## config.mk

```make
export PLATFORM = sky130hd
export DESIGN_NAME = gcsp_port
export DESIGN_NICKNAME = d
export VERILOG_FILES = /design/src/hdl/gcsp_pkg.sv /design/src/hdl/gcsp_port.sv /design/src/hdl/gcsp_buf2.sv
export SDC_FILE = /design/constraint.sdc
export NUM_CORES = 1
export LEC_CHECK = 0
export ABC_CLOCK_PERIOD_IN_PS = 12380
export BUFFER_PORTS_ARGS = -buffer_cell sky130_fd_sc_hd__buf_2
export CAP_MARGIN = 20
export CORE_MARGIN = 2
export CORE_UTILIZATION = 45
export CTS_CLUSTER_SIZE = 40
export DETAILED_ROUTE_END_ITERATION = 8
export GPL_TIMING_DRIVEN = 0
export PLACE_DENSITY = 0.59
export SLEW_MARGIN = 20
export SYNTH_ARGS = -nofsm -noshare
export SYNTH_HDL_FRONTEND = slang
export SYNTH_SLANG_ARGS = --single-unit
```

## constraint.sdc

```tcl
create_clock -name clock -period 12.38 [get_ports clock]
set_input_delay 1.238 -clock clock [delete_from_list [all_inputs] [get_ports clock]]
set_output_delay 1.238 -clock clock [all_outputs]
set_load 0.01 [all_outputs]
```

## src/hdl/gcsp_pkg.sv

```systemverilog
`default_nettype none
package gcsp_pkg;
    // Word length in bits and counters used in gated clock mode
    localparam int unsigned WORD_BITS      = 8;
    localparam int unsigned SLOTS_PER_FRAME = 4;
    localparam int unsigned QUEUE_DEPTH    = 8;
    localparam int unsigned LEVEL_W        = 4;
    // Internal bit clock: half period in system clocks (40 MHz -> 1 MHz)
    localparam logic [7:0]  HALF_BIT_CYCLES = 8'h14;
    localparam logic [2:0]  BIT_LAST       = 3'h7;
    localparam logic [1:0]  SLOT_LAST      = 2'h3;
    localparam logic [WORD_BITS-1:0] WORD_RESET = 8'h00;
    localparam logic [LEVEL_W-1:0]   LEVEL_ZERO = 4'h0;
    localparam logic [LEVEL_W-1:0]   LEVEL_ONE  = 4'h1;
    localparam logic [LEVEL_W-1:0]   LEVEL_FULL = 4'h8;
endpackage
`default_nettype wire

```

## src/hdl/gcsp_port.sv

```systemverilog
`timescale 1ns/100ps
`default_nettype none
// Functional notes
// [RULE1] Bit clock edges alone mark valid data; no frame sync used or made.
// [RULE2] The clock source stops the bit clock once the word is done.
// [RULE3] Only the transmit bit clock serves both directions, internal or external.
// [RULE4] Both enables off: idle. Receive only: external clock only.
// [RULE5] Transmit only: shift out on clocks, internal or external source.
// [RULE6] Both enables: transmit and receive on the same edges; the code shifts out on rising edges and captures on falling edges.
// [RULE7] Internal clock: bit, word, frame counters keep running; frame ignored.
// [RULE8] Internal clock: data write starts the clock at next word boundary.
// [RULE9] External clock: wait idle, shift as soon as edges arrive.
// [RULE10] Far party keeps the bit clock glitch free; no realignment exists.
// [RULE11] Each clock cycle shifts one bit out and captures one bit in.
// [RULE12] Internal clock idle time is a whole number of word times.
// [RULE13] Word transfer to data registers follows normal-mode timing.
// [RULE14] Last receive bit caught on the last falling edge before gating.
// [RULE15] Data-ready flag per word, or queue-full flag above watermark.
// [RULE16] Receive interrupt from ready or queue-full flag when enabled.
// [RULE17] Receive interrupt never coincides with the transmit interrupt.
// [RULE18] Host reads received data before the next word needs storing.
// [RULE19] Each falling receive clock edge shifts a bit into the shift register.
// [RULE20] Software enables the queue and sets the watermark before use.
// [RULE21] A word that cannot be stored sets the receive overrun flag.
module gcsp_port (
    // Clock and reset
    input  wire logic       clock,
    input  wire logic       arst_n,
    // Control bits
    input  wire logic       unit_enable_bit,
    input  wire logic       tx_enable_bit,
    input  wire logic       rx_enable_bit,
    input  wire logic       clock_internal,
    input  wire logic       rx_queue_enable,
    input  wire logic [3:0] rx_queue_watermark,
    input  wire logic       rx_irq_enable,
    input  wire logic       tx_irq_enable,
    // Transmit data write
    input  wire logic       tx_write,
    input  wire logic [7:0] tx_data_reg,
    // Receive data read
    input  wire logic       rx_read,
    output logic [7:0]      rx_data_reg,
    // Status
    output logic            rx_data_ready_flag,
    output logic            rx_queue_full_flag,
    output logic            rx_overrun_flag,
    output logic            tx_empty_flag,
    output logic            rx_irq,
    output logic            tx_irq,
    // Serial pins
    input  wire logic       tx_bit_clock_in,
    output logic            tx_bit_clock_out,
    output logic            tx_bit_clock_oe,
    input  wire logic       serial_in_pin,
    output logic            serial_out_pin,
    output logic            serial_out_oe
);
    // ************************************************************
    // Pin synchronisers
    // ************************************************************
    logic sck_m;
    logic sck_s;
    logic sck_d;
    logic rxd_m;
    logic rxd_s;
    always_ff @(posedge clock or negedge arst_n) begin
        if (!arst_n) begin
            sck_m <= 1'b0;
            sck_s <= 1'b0;
            sck_d <= 1'b0;
            rxd_m <= 1'b0;
            rxd_s <= 1'b0;
        end else begin
            sck_m <= tx_bit_clock_in;
            sck_s <= sck_m;
            sck_d <= sck_s;
            rxd_m <= serial_in_pin;
            rxd_s <= rxd_m;
        end
    end

    // ************************************************************
    // Mode decode
    // ************************************************************
    wire active   = unit_enable_bit && (tx_enable_bit || rx_enable_bit); // [RULE4]
    wire use_int  = clock_internal && tx_enable_bit; // [RULE4] [RULE3]
    wire ext_rise = !use_int && active && sck_s && !sck_d; // [RULE9]
    wire ext_fall = !use_int && active && !sck_s && sck_d; // [RULE9]

    // ************************************************************
    // Internal bit, word and frame counters
    // ************************************************************
    logic [7:0] div_cnt;
    logic       bit_phase;
    logic [2:0] bit_cnt_free;
    logic [1:0] slot_cnt;
    wire        div_tick   = (div_cnt == gcsp_pkg::HALF_BIT_CYCLES - 8'h01);
    wire        bit_end    = div_tick && bit_phase;
    wire        word_tick  = bit_end && (bit_cnt_free == gcsp_pkg::BIT_LAST);
    always_ff @(posedge clock or negedge arst_n) begin
        if (!arst_n) begin
            div_cnt      <= 8'h00;
            bit_phase    <= 1'b0;
            bit_cnt_free <= 3'h0;
            slot_cnt     <= 2'h0;
        end else if (unit_enable_bit) begin
            div_cnt <= div_tick ? 8'h00 : div_cnt + 8'h01; // [RULE7]
            if (div_tick) begin
                bit_phase <= !bit_phase;
            end
            if (bit_end) begin
                bit_cnt_free <= bit_cnt_free + 3'h1;
            end
            if (word_tick) begin
                slot_cnt <= slot_cnt + 2'h1; // frame count kept, never used [RULE7]
            end
        end
    end

    // ************************************************************
    // Transmit holding register and internal clock gating
    // ************************************************************
    logic [7:0] tx_hold;
    logic       tx_full;
    logic       gate_on;
    logic       load_req;
    wire        start_word = use_int && active && word_tick && tx_full && !gate_on; // [RULE8]
    wire        next_word  = use_int && word_tick && gate_on && tx_full; // back to back
    wire        stop_word  = use_int && word_tick && gate_on && !tx_full; // [RULE2] [RULE12]
    wire        int_rise   = gate_on && div_tick && !bit_phase;
    wire        int_fall   = gate_on && bit_end;
    wire        sh_rise    = use_int ? int_rise : ext_rise; // [RULE3]
    wire        sh_fall    = use_int ? int_fall : ext_fall;
    logic [2:0] bit_cnt;
    wire        ext_load   = !use_int && tx_full && bit_cnt == 3'h0 && ext_rise;
    wire        take_tx    = start_word || next_word || ext_load;
    always_ff @(posedge clock or negedge arst_n) begin
        if (!arst_n) begin
            tx_hold <= gcsp_pkg::WORD_RESET;
            tx_full <= 1'b0;
            gate_on <= 1'b0;
        end else begin
            if (tx_write) begin
                tx_hold <= tx_data_reg;
            end
            tx_full <= tx_write || (tx_full && !take_tx);
            if (start_word) begin
                gate_on <= 1'b1;
            end else if (stop_word || !use_int) begin
                gate_on <= 1'b0;
            end
        end
    end

    // ************************************************************
    // Shift engine: out on rising edge, in on falling edge
    // ************************************************************
    logic [7:0] tx_shift;
    logic [7:0] rx_shift_reg;
    logic       word_done;
    wire        last_in = sh_fall && bit_cnt == gcsp_pkg::BIT_LAST; // [RULE14]
    assign load_req = take_tx;
    always_ff @(posedge clock or negedge arst_n) begin
        if (!arst_n) begin
            tx_shift     <= gcsp_pkg::WORD_RESET;
            rx_shift_reg <= gcsp_pkg::WORD_RESET;
            bit_cnt      <= 3'h0;
            word_done    <= 1'b0;
        end else begin
            word_done <= 1'b0;
            if (load_req) begin
                tx_shift <= tx_hold;
            end else if (sh_rise && bit_cnt != 3'h0) begin
                tx_shift <= {tx_shift[6:0], 1'b0}; // [RULE11] [RULE6]
            end
            if (sh_fall && active) begin
                rx_shift_reg <= {rx_shift_reg[6:0], rxd_s}; // [RULE19] [RULE11]
                bit_cnt      <= bit_cnt + 3'h1;
                word_done    <= last_in && rx_enable_bit; // [RULE13]
            end
            if (!active) begin
                bit_cnt <= 3'h0;
            end
        end
    end

    // Drive the pins only while the unit transmits [RULE1]
    always_ff @(posedge clock or negedge arst_n) begin
        if (!arst_n) begin
            serial_out_pin   <= 1'b0;
            serial_out_oe    <= 1'b0;
            tx_bit_clock_out <= 1'b0;
            tx_bit_clock_oe  <= 1'b0;
        end else begin
            serial_out_pin   <= tx_shift[7]; // [RULE5]
            serial_out_oe    <= active && tx_enable_bit;
            tx_bit_clock_out <= gate_on && !bit_phase ? 1'b0 : gate_on; // [RULE2]
            tx_bit_clock_oe  <= use_int && active;
        end
    end

    // ************************************************************
    // Receive path: skid buffer then data register or queue
    // ************************************************************
    logic       buf_valid;
    logic       buf_ready;
    logic [7:0] buf_data;
    logic       buf_in_ready;
    gcsp_buf2 u_buf (
        .clock     (clock),
        .arst_n    (arst_n),
        .in_valid  (word_done),
        .in_ready  (buf_in_ready),
        .in_data   (rx_shift_reg),
        .out_valid (buf_valid),
        .out_ready (buf_ready),
        .out_data  (buf_data)
    );
    logic [3:0] level;
    wire        lost    = word_done && !buf_in_ready;
    wire        room    = rx_queue_enable ? (level != gcsp_pkg::LEVEL_FULL)
                                          : (level == gcsp_pkg::LEVEL_ZERO);
    wire        do_pop  = rx_read && level != gcsp_pkg::LEVEL_ZERO;
    assign buf_ready = room || do_pop;
    wire        do_push = buf_valid && buf_ready;
    // Circular queue kept as small register array
    logic [7:0] q_mem [0:7];
    logic [2:0] wr_ptr;
    logic [2:0] rd_ptr;
    wire  [2:0] rd_next = do_pop ? rd_ptr + 3'h1 : rd_ptr;
    wire  [3:0] next_level = level + {3'h0, do_push} - {3'h0, do_pop};
    always_ff @(posedge clock or negedge arst_n) begin
        if (!arst_n) begin
            wr_ptr <= 3'h0;
            rd_ptr <= 3'h0;
            level  <= gcsp_pkg::LEVEL_ZERO;
        end else begin
            if (do_push) begin
                wr_ptr <= wr_ptr + 3'h1;
            end
            rd_ptr <= rd_next;
            level  <= next_level;
        end
    end
    always_ff @(posedge clock) begin
        if (do_push) begin
            q_mem[wr_ptr] <= buf_data;
        end
    end

    // ************************************************************
    // Flags and interrupts
    // ************************************************************
    wire rx_event = rx_queue_enable ? (next_level > rx_queue_watermark)
                                    : (next_level != gcsp_pkg::LEVEL_ZERO); // [RULE15]
    wire rx_int_c = rx_irq_enable && rx_event; // [RULE16]
    wire tx_int_c = tx_irq_enable && !tx_full && !rx_int_c; // [RULE17]
    // Only a word the skid buffer cannot take is lost; a word parked there is not
    wire ovr_set  = lost; // [RULE21]
    always_ff @(posedge clock or negedge arst_n) begin
        if (!arst_n) begin
            rx_data_reg        <= gcsp_pkg::WORD_RESET;
            rx_data_ready_flag <= 1'b0;
            rx_queue_full_flag <= 1'b0;
            rx_overrun_flag    <= 1'b0;
            tx_empty_flag      <= 1'b0;
            rx_irq             <= 1'b0;
            tx_irq             <= 1'b0;
        end else begin
            rx_data_reg        <= (next_level != gcsp_pkg::LEVEL_ZERO) ? q_mem[rd_next]
                                                                       : rx_data_reg;
            rx_data_ready_flag <= !rx_queue_enable && rx_event; // [RULE15]
            rx_queue_full_flag <= rx_queue_enable && rx_event;
            rx_overrun_flag    <= ovr_set || (rx_overrun_flag && !rx_read); // set wins
            tx_empty_flag      <= !tx_full;
            rx_irq             <= rx_int_c; // [RULE16]
            tx_irq             <= tx_int_c; // [RULE17]
        end
    end
endmodule
`default_nettype wire

```

## src/hdl/gcsp_buf2.sv

```systemverilog
`timescale 1ns/100ps
`default_nettype none
// Two-entry skid buffer: a stalled drain loses no word until both entries are full
module gcsp_buf2 (
    // Clock and reset
    input  wire logic       clock,
    input  wire logic       arst_n,
    // Fill side
    input  wire logic       in_valid,
    output logic            in_ready,
    input  wire logic [7:0] in_data,
    // Drain side
    output logic            out_valid,
    input  wire logic       out_ready,
    output logic [7:0]      out_data
);
    logic [7:0] slot0;
    logic [7:0] slot1;
    logic [1:0] count;
    wire        push = in_valid && in_ready;
    wire        pop  = out_valid && out_ready;

    assign in_ready  = (count != 2'h2);
    assign out_valid = (count != 2'h0);
    assign out_data  = slot0;

    always_ff @(posedge clock or negedge arst_n) begin
        if (!arst_n) begin
            slot0 <= 8'h00;
            slot1 <= 8'h00;
            count <= 2'h0;
        end else begin
            if (pop) begin
                slot0 <= (count == 2'h2) ? slot1 : in_data;
            end else if (push && count == 2'h0) begin
                slot0 <= in_data;
            end
            if (push && ((count == 2'h1 && !pop) || (count == 2'h2))) begin
                slot1 <= in_data;
            end
            count <= count + {1'b0, push} - {1'b0, pop};
        end
    end
endmodule
`default_nettype wire

```

; ---- After elaboration in Yosys (flattened, before gate mapping)
; Memories as Yosys holds them, arrays and structs flattened. A register that Yosys moved wholly into a read port is not among the register bits.
; Index checks and enable logic that the tools add are counted.
[op_classes]
n_lt_le_gt_ge = 1
eq_ne = 8
n_addsub = 9
mux = 19
n_reduce_logical = 76
[op_table]
columns = op, n
row1 = 8-bit 2-to-1 mux, 6
row2 = 1-bit logical AND, 43
row3 = 1-bit logical NOT, 13
row4 = "3-bit by 1-bit adder with 3-bit output, second input constant", 4
row5 = 1-bit 2-to-1 mux, 10
row6 = 3-bit 2-to-1 mux, 3
row7 = "8-bit by 1-bit adder with 8-bit output, second input constant", 1
row8 = "8-bit by 5-bit == test with 1-bit output, second input constant", 1
row9 = 1-bit logical OR, 8
row10 = 2-bit nonzero test, 4
row11 = 4-bit nonzero test, 2
row12 = "3-bit == test, second input constant", 2
row13 = 4-bit by 1-bit adder with 4-bit output, 1
row14 = 4-bit greater-than comparator, 1
row15 = 4-bit logical NOT, 1
row16 = "4-bit inequality test, second input constant", 1
row17 = 2-bit AND reduction, 2
row18 = 4-bit by 1-bit subtractor with 4-bit output, 1
row19 = 3-bit logical NOT, 1
row20 = 3-bit nonzero test, 1
row21 = 2-bit by 1-bit adder with 2-bit output, 1
row22 = "2-bit by 1-bit == test with 1-bit output, second input constant", 1
row23 = "2-bit == test, second input constant", 1
row24 = 2-bit logical NOT, 1
row25 = 3 further kinds, 3
[word_totals]
reg_bits = 85
word_cells = 145
n_memories = 1
input_bits = 25
ram_bits = 64
output_inout_bits = 18
[mem_list]
columns = memory, depth, word_bits, read_ports, rd_clocked_by_memory_dff, write_ports, line_no
row1 = q_mem, 8, 8, 1, 1, 1, gcsp_port.sv:228  ; logic [7:0] q_mem [0:7];

; ---- Logic depth before layout (Yosys ltp)
[logic_depth]
word_depth = 11
ltp_mapped = 19
depth_no_buf = 17

; ---- Cells and area by module
; From an unflattened synthesis, not the netlist that was laid out.
[unflattened]
cells_unflattened = 542
hier_area_um2 = 7345.8
[modules_own_cells]
columns = mod, seq_area_each_um2, area_each_um2, cells_each, instances
row1 = gcsp_port, 3798.6, 6399.9, 452, 1
row2 = gcsp_buf2, 450.4, 945.9, 90, 1

; ---- Worst setup path before layout
; Ideal clock, no wire load.
[synth_path]
path_kind = input to register
startpoint = input rx_read
endpoint = register tx_irq
n_path_buf = 3
path_stages = 15
arrival_ns = 4.329
required_ns = 12.258
slack_ns = 7.930
setup_ns = 0.122
path_cell_list = clkbuf_1 nand2_1 clkbuf_1 nor3_1 inv_1 o31ai_1 ha_1 inv_1 fa_1 xor2_1 inv_1 a2111oi_0 buf_2 nor3_1 a2111oi_1
[synth_between]
elab_chain_cells = 10
elab_cells_between_ends = 11
cone_classes = 2 x add/sub / 1 x order compare / 1 x mux / 7 x reduce/logical
[synth_rtl]
columns = element, line_no
row1 = start: declaration, gcsp_port.sv:42  ; input wire logic rx_read,
row2 = 1-bit logical AND (*), gcsp_port.sv:224  ; wire do_pop = rx_read && level != gcsp_pkg::LEVEL_ZERO;
row3 = 1-bit logical OR, gcsp_port.sv:225  ; assign buf_ready = room || do_pop;
row4 = 1-bit logical AND, gcsp_port.sv:226  ; wire do_push = buf_valid && buf_ready;
row5 = 4-bit by 1-bit adder with 4-bit output, gcsp_port.sv:232  ; wire [3:0] next_level = level + {3'h0, do_push} - {3'h0, do_pop};
row6 = 4-bit by 1-bit subtractor with 4-bit output (*), gcsp_port.sv:232
row7 = named net next_level[2], gcsp_port.sv:232
row8 = 4-bit greater-than comparator / 4-bit nonzero test (equally long branches), "gcsp_port.sv:255, gcsp_port.sv:256"
row9 = 1-bit 2-to-1 mux (*), gcsp_port.sv:255  ; wire rx_event = rx_queue_enable ? (next_level > rx_queue_watermark)
row10 = 1-bit logical AND (*), gcsp_port.sv:257  ; wire rx_int_c = rx_irq_enable && rx_event;
row11 = 1-bit logical NOT (*), gcsp_port.sv:258  ; wire tx_int_c = tx_irq_enable && !tx_full && !rx_int_c;
row12 = 1-bit logical AND (*), gcsp_port.sv:258
row13 = named net tx_int_c, gcsp_port.sv:258
row14 = end signal: assignment, gcsp_port.sv:278  ; tx_irq <= tx_int_c;
row15 = end: declaration, gcsp_port.sv:50  ; output logic tx_irq,
; The timed path passes the listed nets; every way through them passes the cells marked *.
; A chain may end at the register's enable or synchronous reset.

; ---- Worst setup path after layout
[layout_path]
startpoint = input rx_read
endpoint = register rx_data_reg[4] (read register of q_mem)
[layout_between]
elab_chain_cells = 6
elab_cells_between_ends = 7
cone_classes = 2 x add/sub / 1 x mux / 4 x reduce/logical
[layout_rtl]
columns = element, line_no
row1 = 1-bit logical AND (*), gcsp_port.sv:224
row2 = 1-bit logical OR, gcsp_port.sv:225
row3 = 1-bit logical AND, gcsp_port.sv:226
row4 = 4-bit by 1-bit adder with 4-bit output, gcsp_port.sv:232
row5 = 4-bit by 1-bit subtractor with 4-bit output (*), gcsp_port.sv:232
row6 = named net next_level[2], gcsp_port.sv:232
row7 = 4-bit nonzero test (*), gcsp_port.sv:271  ; rx_data_reg <= (next_level != gcsp_pkg::LEVEL_ZERO) ? q_mem[rd_next]
row8 = end: declaration, gcsp_port.sv:43  ; output logic [7:0] rx_data_reg,
; Marked as above.

==> results.py <==
metrics = {
    "critical_path": {
        "crit_fanout": 10,
        "worstPathArrival_ps": 5360,
        "crit_path_end_kind": "register",
        "start_kind": "primary input",
        "cp.required_ps": 12670,
        "critical_path_class": "primary input to register",
    },
    "sta": {
        "fmax_ghz": 0.197,
        "rsz0062_at_grt": "no",
        "hold-worst-slack_ps": 352,
        "tns_ps": 0,
        "hold_violations": 0,
        "min_period_ps": 5070,
        "finalSetupViolations": 0,
        "worstMarginPinSlew_ps": 1040,
        "drv_slew": 0,
        "skew_ps": 9.22,
        "finalCritPeriodShare_pct": 40.9,
        "slew_headroom_pct": 30.4,
    },
    "detailed_routing": {
        "finalWirelength_um": 14000,
        "ant_nets": 0,
        "vias": 4401,
        "drt-pass1-iter-count": 4,
        "vias_per_cell": 5.52,
        "route.detailed.drc": 0,
        "drt_iter0_drc": 299,
        "wl_per_cell_um": 17.6,
    },
    "global_routing": {
        "grt_remaining_overflow": 0,
        "grt_pass1_vias": 4524,
        "grt_max_degree": 50,
        "grt_usage_pct": 18.3,
        "antenna_found_initial": 0,
        "grt_pass1_wl_um": 23100,
    },
    "floorplanning": {
        "dieArea_mm2": 0.0169,
        "die_y_um": 130,
        "start_util_pct": 46.5,
        "ios": 43,
        "die_width_um": 130,
        "row_count": 45,
        "core-area_mm2": 0.0153,
    },
    "place": {
        "post_dp_cell_area_mm2": 0.00764,
        "io_buffers": 41,
        "gp_congestion": 0.768,
        "dp.cells": 764,
        "hpwl_um": 9960,
    },
    "synthesis": {
        "yosysWarnings": 0,
        "synth_edf_count": 64,
        "synth_area_mm2": 0.00712,
        "synth.distinct_cells": 66,
        "syn_inst": 510,
        "ys.flop_type": "dfrtp_1",
        "ys_ff_latch": 157,
        "async_flop_share_pct": 59.2,
        "yosysSeqAreaShare_pct": 59.7,
        "syn-num-nets": 554,
        "synth_area_per_cell_um2": 14.0,
    },
    "clock_tree": {
        "cts_buffers": 17,
        "clock-sinks": 157,
        "cts_tree": "done",
        "clockRootBuffer": "clkbuf_16",
        "clkLatencyLatePin_ps": 420,
        "htreeDepth": 4,
        "clk_pin_slew_ps": 60,
        "cts_resized": 0,
        "hold_buffers": 0,
        "cts_max_path_buffers": 2,
        "cts_setup_buffers": 0,
    },
    "cells_and_area": {
        "final_cells": 797,
        "final_cell_mix": "dfrtp_1, edfxtp_1, buf_2, mux2i_1, mux2_2",
        "registers.top_by_ff_count": "q_mem",
        "layout_commonest_cell": "dfrtp_1",
        "drive_gt1_share_pct": 25.1,
        "regArea_mm2": 0.00425,
        "area_delta_synth_final_pct": 15.5,
        "fillers": 1318,
        "largest_reg_flops": 64,
        "antenna_cells": 0,
        "multi_input_area_mm2": 0.00272,
        "final_nets": 617,
        "design_area_mm2": 0.00823,
    },
    "power": {
        "ir_drop_mv": 0.114,
        "total_power_uw": 1680,
        "p_per_area_mw_per_mm2": 204,
        "leakagePower_uw": 0.00337,
    },
    "run_status": {
        "status": "finished, final reports clean",
    },
    "worst_hold_path": {
        "hold_class": "register to register",
    },
    "flow_run": {
        "cap_violations": 0,
    },
}
[logic make-up after synthesis]
family | after synthesis | synth area share [%]
compound gates | 102 | 10.7
xor+xnor | 14 | 1.72
fa+ha+maj | 19 | 3.44
buf+inv | 42 | 2.30
flops | 157 | 59.7
mux | 78 | 14.3
simple gates | 98 | 7.92
[final timing paths]
check / start / endpoint / slack, ps / cells past startpoint
min: sck_m / sck_s / 350 / 0
min in group asynchronous: arst_n / rx_data_reg[6] / 720 / 1
max: rx_read / rx_data_reg[4] / 7310 / 18
max in group asynchronous: arst_n / wr_ptr[2] / 11050 / 2
min reg2reg: sck_m / sck_s / 350 / 0
max reg2reg: level[2] / rx_data_reg[4] / 7580 / 20
[report_power, final]
group          switching, µW  leakage (µW)  internal (µW)
logic                    283       0.00133            222
registers               53.9       0.00176            613
clock network            208      0.000282            302
total                    545       0.00337           1140
[worst max-delay path, cell delays in order]
cell	delay (ps)
buf_2	110
clkbuf_1	340
nand2_1	120
clkbuf_1	400
nor3_1	470
inv_1	120
o31ai_1	90
ha_1	240
inv_1	70
fa_1	380
xor2_1	260
inv_1	110
a2111oi_0	520
buf_2	310
nor3_1	90
buf_2	200
o2111ai_1	140
o211ai_1	130
[through the flow]
step	worst slack [ps]	utilization [%]
3_3_place_gp	6790	49.6
2_1_floorplan	7930	-
4_1_cts	7120	53.7
5_1_grt	6860	53.7
3_5_place_dp	6700	49.9
6_report	7310	53.7
[metal layers]
metal  global-route usage, %  vias to the layer above  routed length [µm]
li1                        -                     2069                   -
met4                    6.20                        0                 245
met3                    5.08                       24                 626
met5                       0                        -                   0
met2                    29.2                       88                6820
met1                    24.3                     2220                6310
[layout make-up]
cell class	count	area share [%]
sequential	157	51.6
multi-input combinational	311	33.0
clock buffer	18	5.34
tap	211	3.21
timing repair buffer	44	3.10
clock inverter	14	1.72
inverter	23	1.05
buffer	19	0.943
[Yosys cell counts (4+ instances only)]
| library cell | instances | share of area [%] |
|---|---|---|
| buf_2 | 5 | 0.35 |
| nor2_1 | 21 | 1.1 |
| a211oi_1 | 5 | 0.53 |
| and3_1 | 4 | 0.35 |
| o211ai_1 | 9 | 0.95 |
| nand2_1 | 21 | 1.1 |
| and2_1 | 10 | 0.88 |
| mux2i_1 | 33 | 4.6 |
| xnor2_1 | 10 | 1.2 |
| o21ai_0 | 19 | 1.3 |
| mux2_2 | 29 | 4.6 |
| ha_1 | 18 | 3.2 |
| nor3_1 | 7 | 0.49 |
| xor2_1 | 4 | 0.49 |
| dfrtp_1 | 93 | 33 |
| edfxtp_1 | 64 | 27 |
| o21bai_1 | 7 | 0.74 |
| o31ai_1 | 4 | 0.42 |
| nand2b_1 | 7 | 0.61 |
| o2111ai_1 | 7 | 0.86 |
| mux4_2 | 16 | 5.1 |
| a21oi_1 | 9 | 0.63 |
| a22oi_1 | 8 | 0.84 |
| clkbuf_1 | 13 | 0.69 |
| inv_1 | 23 | 1.2 |
| a221o_2 | 6 | 0.95 |
Power figures use the tool's default switching activity.
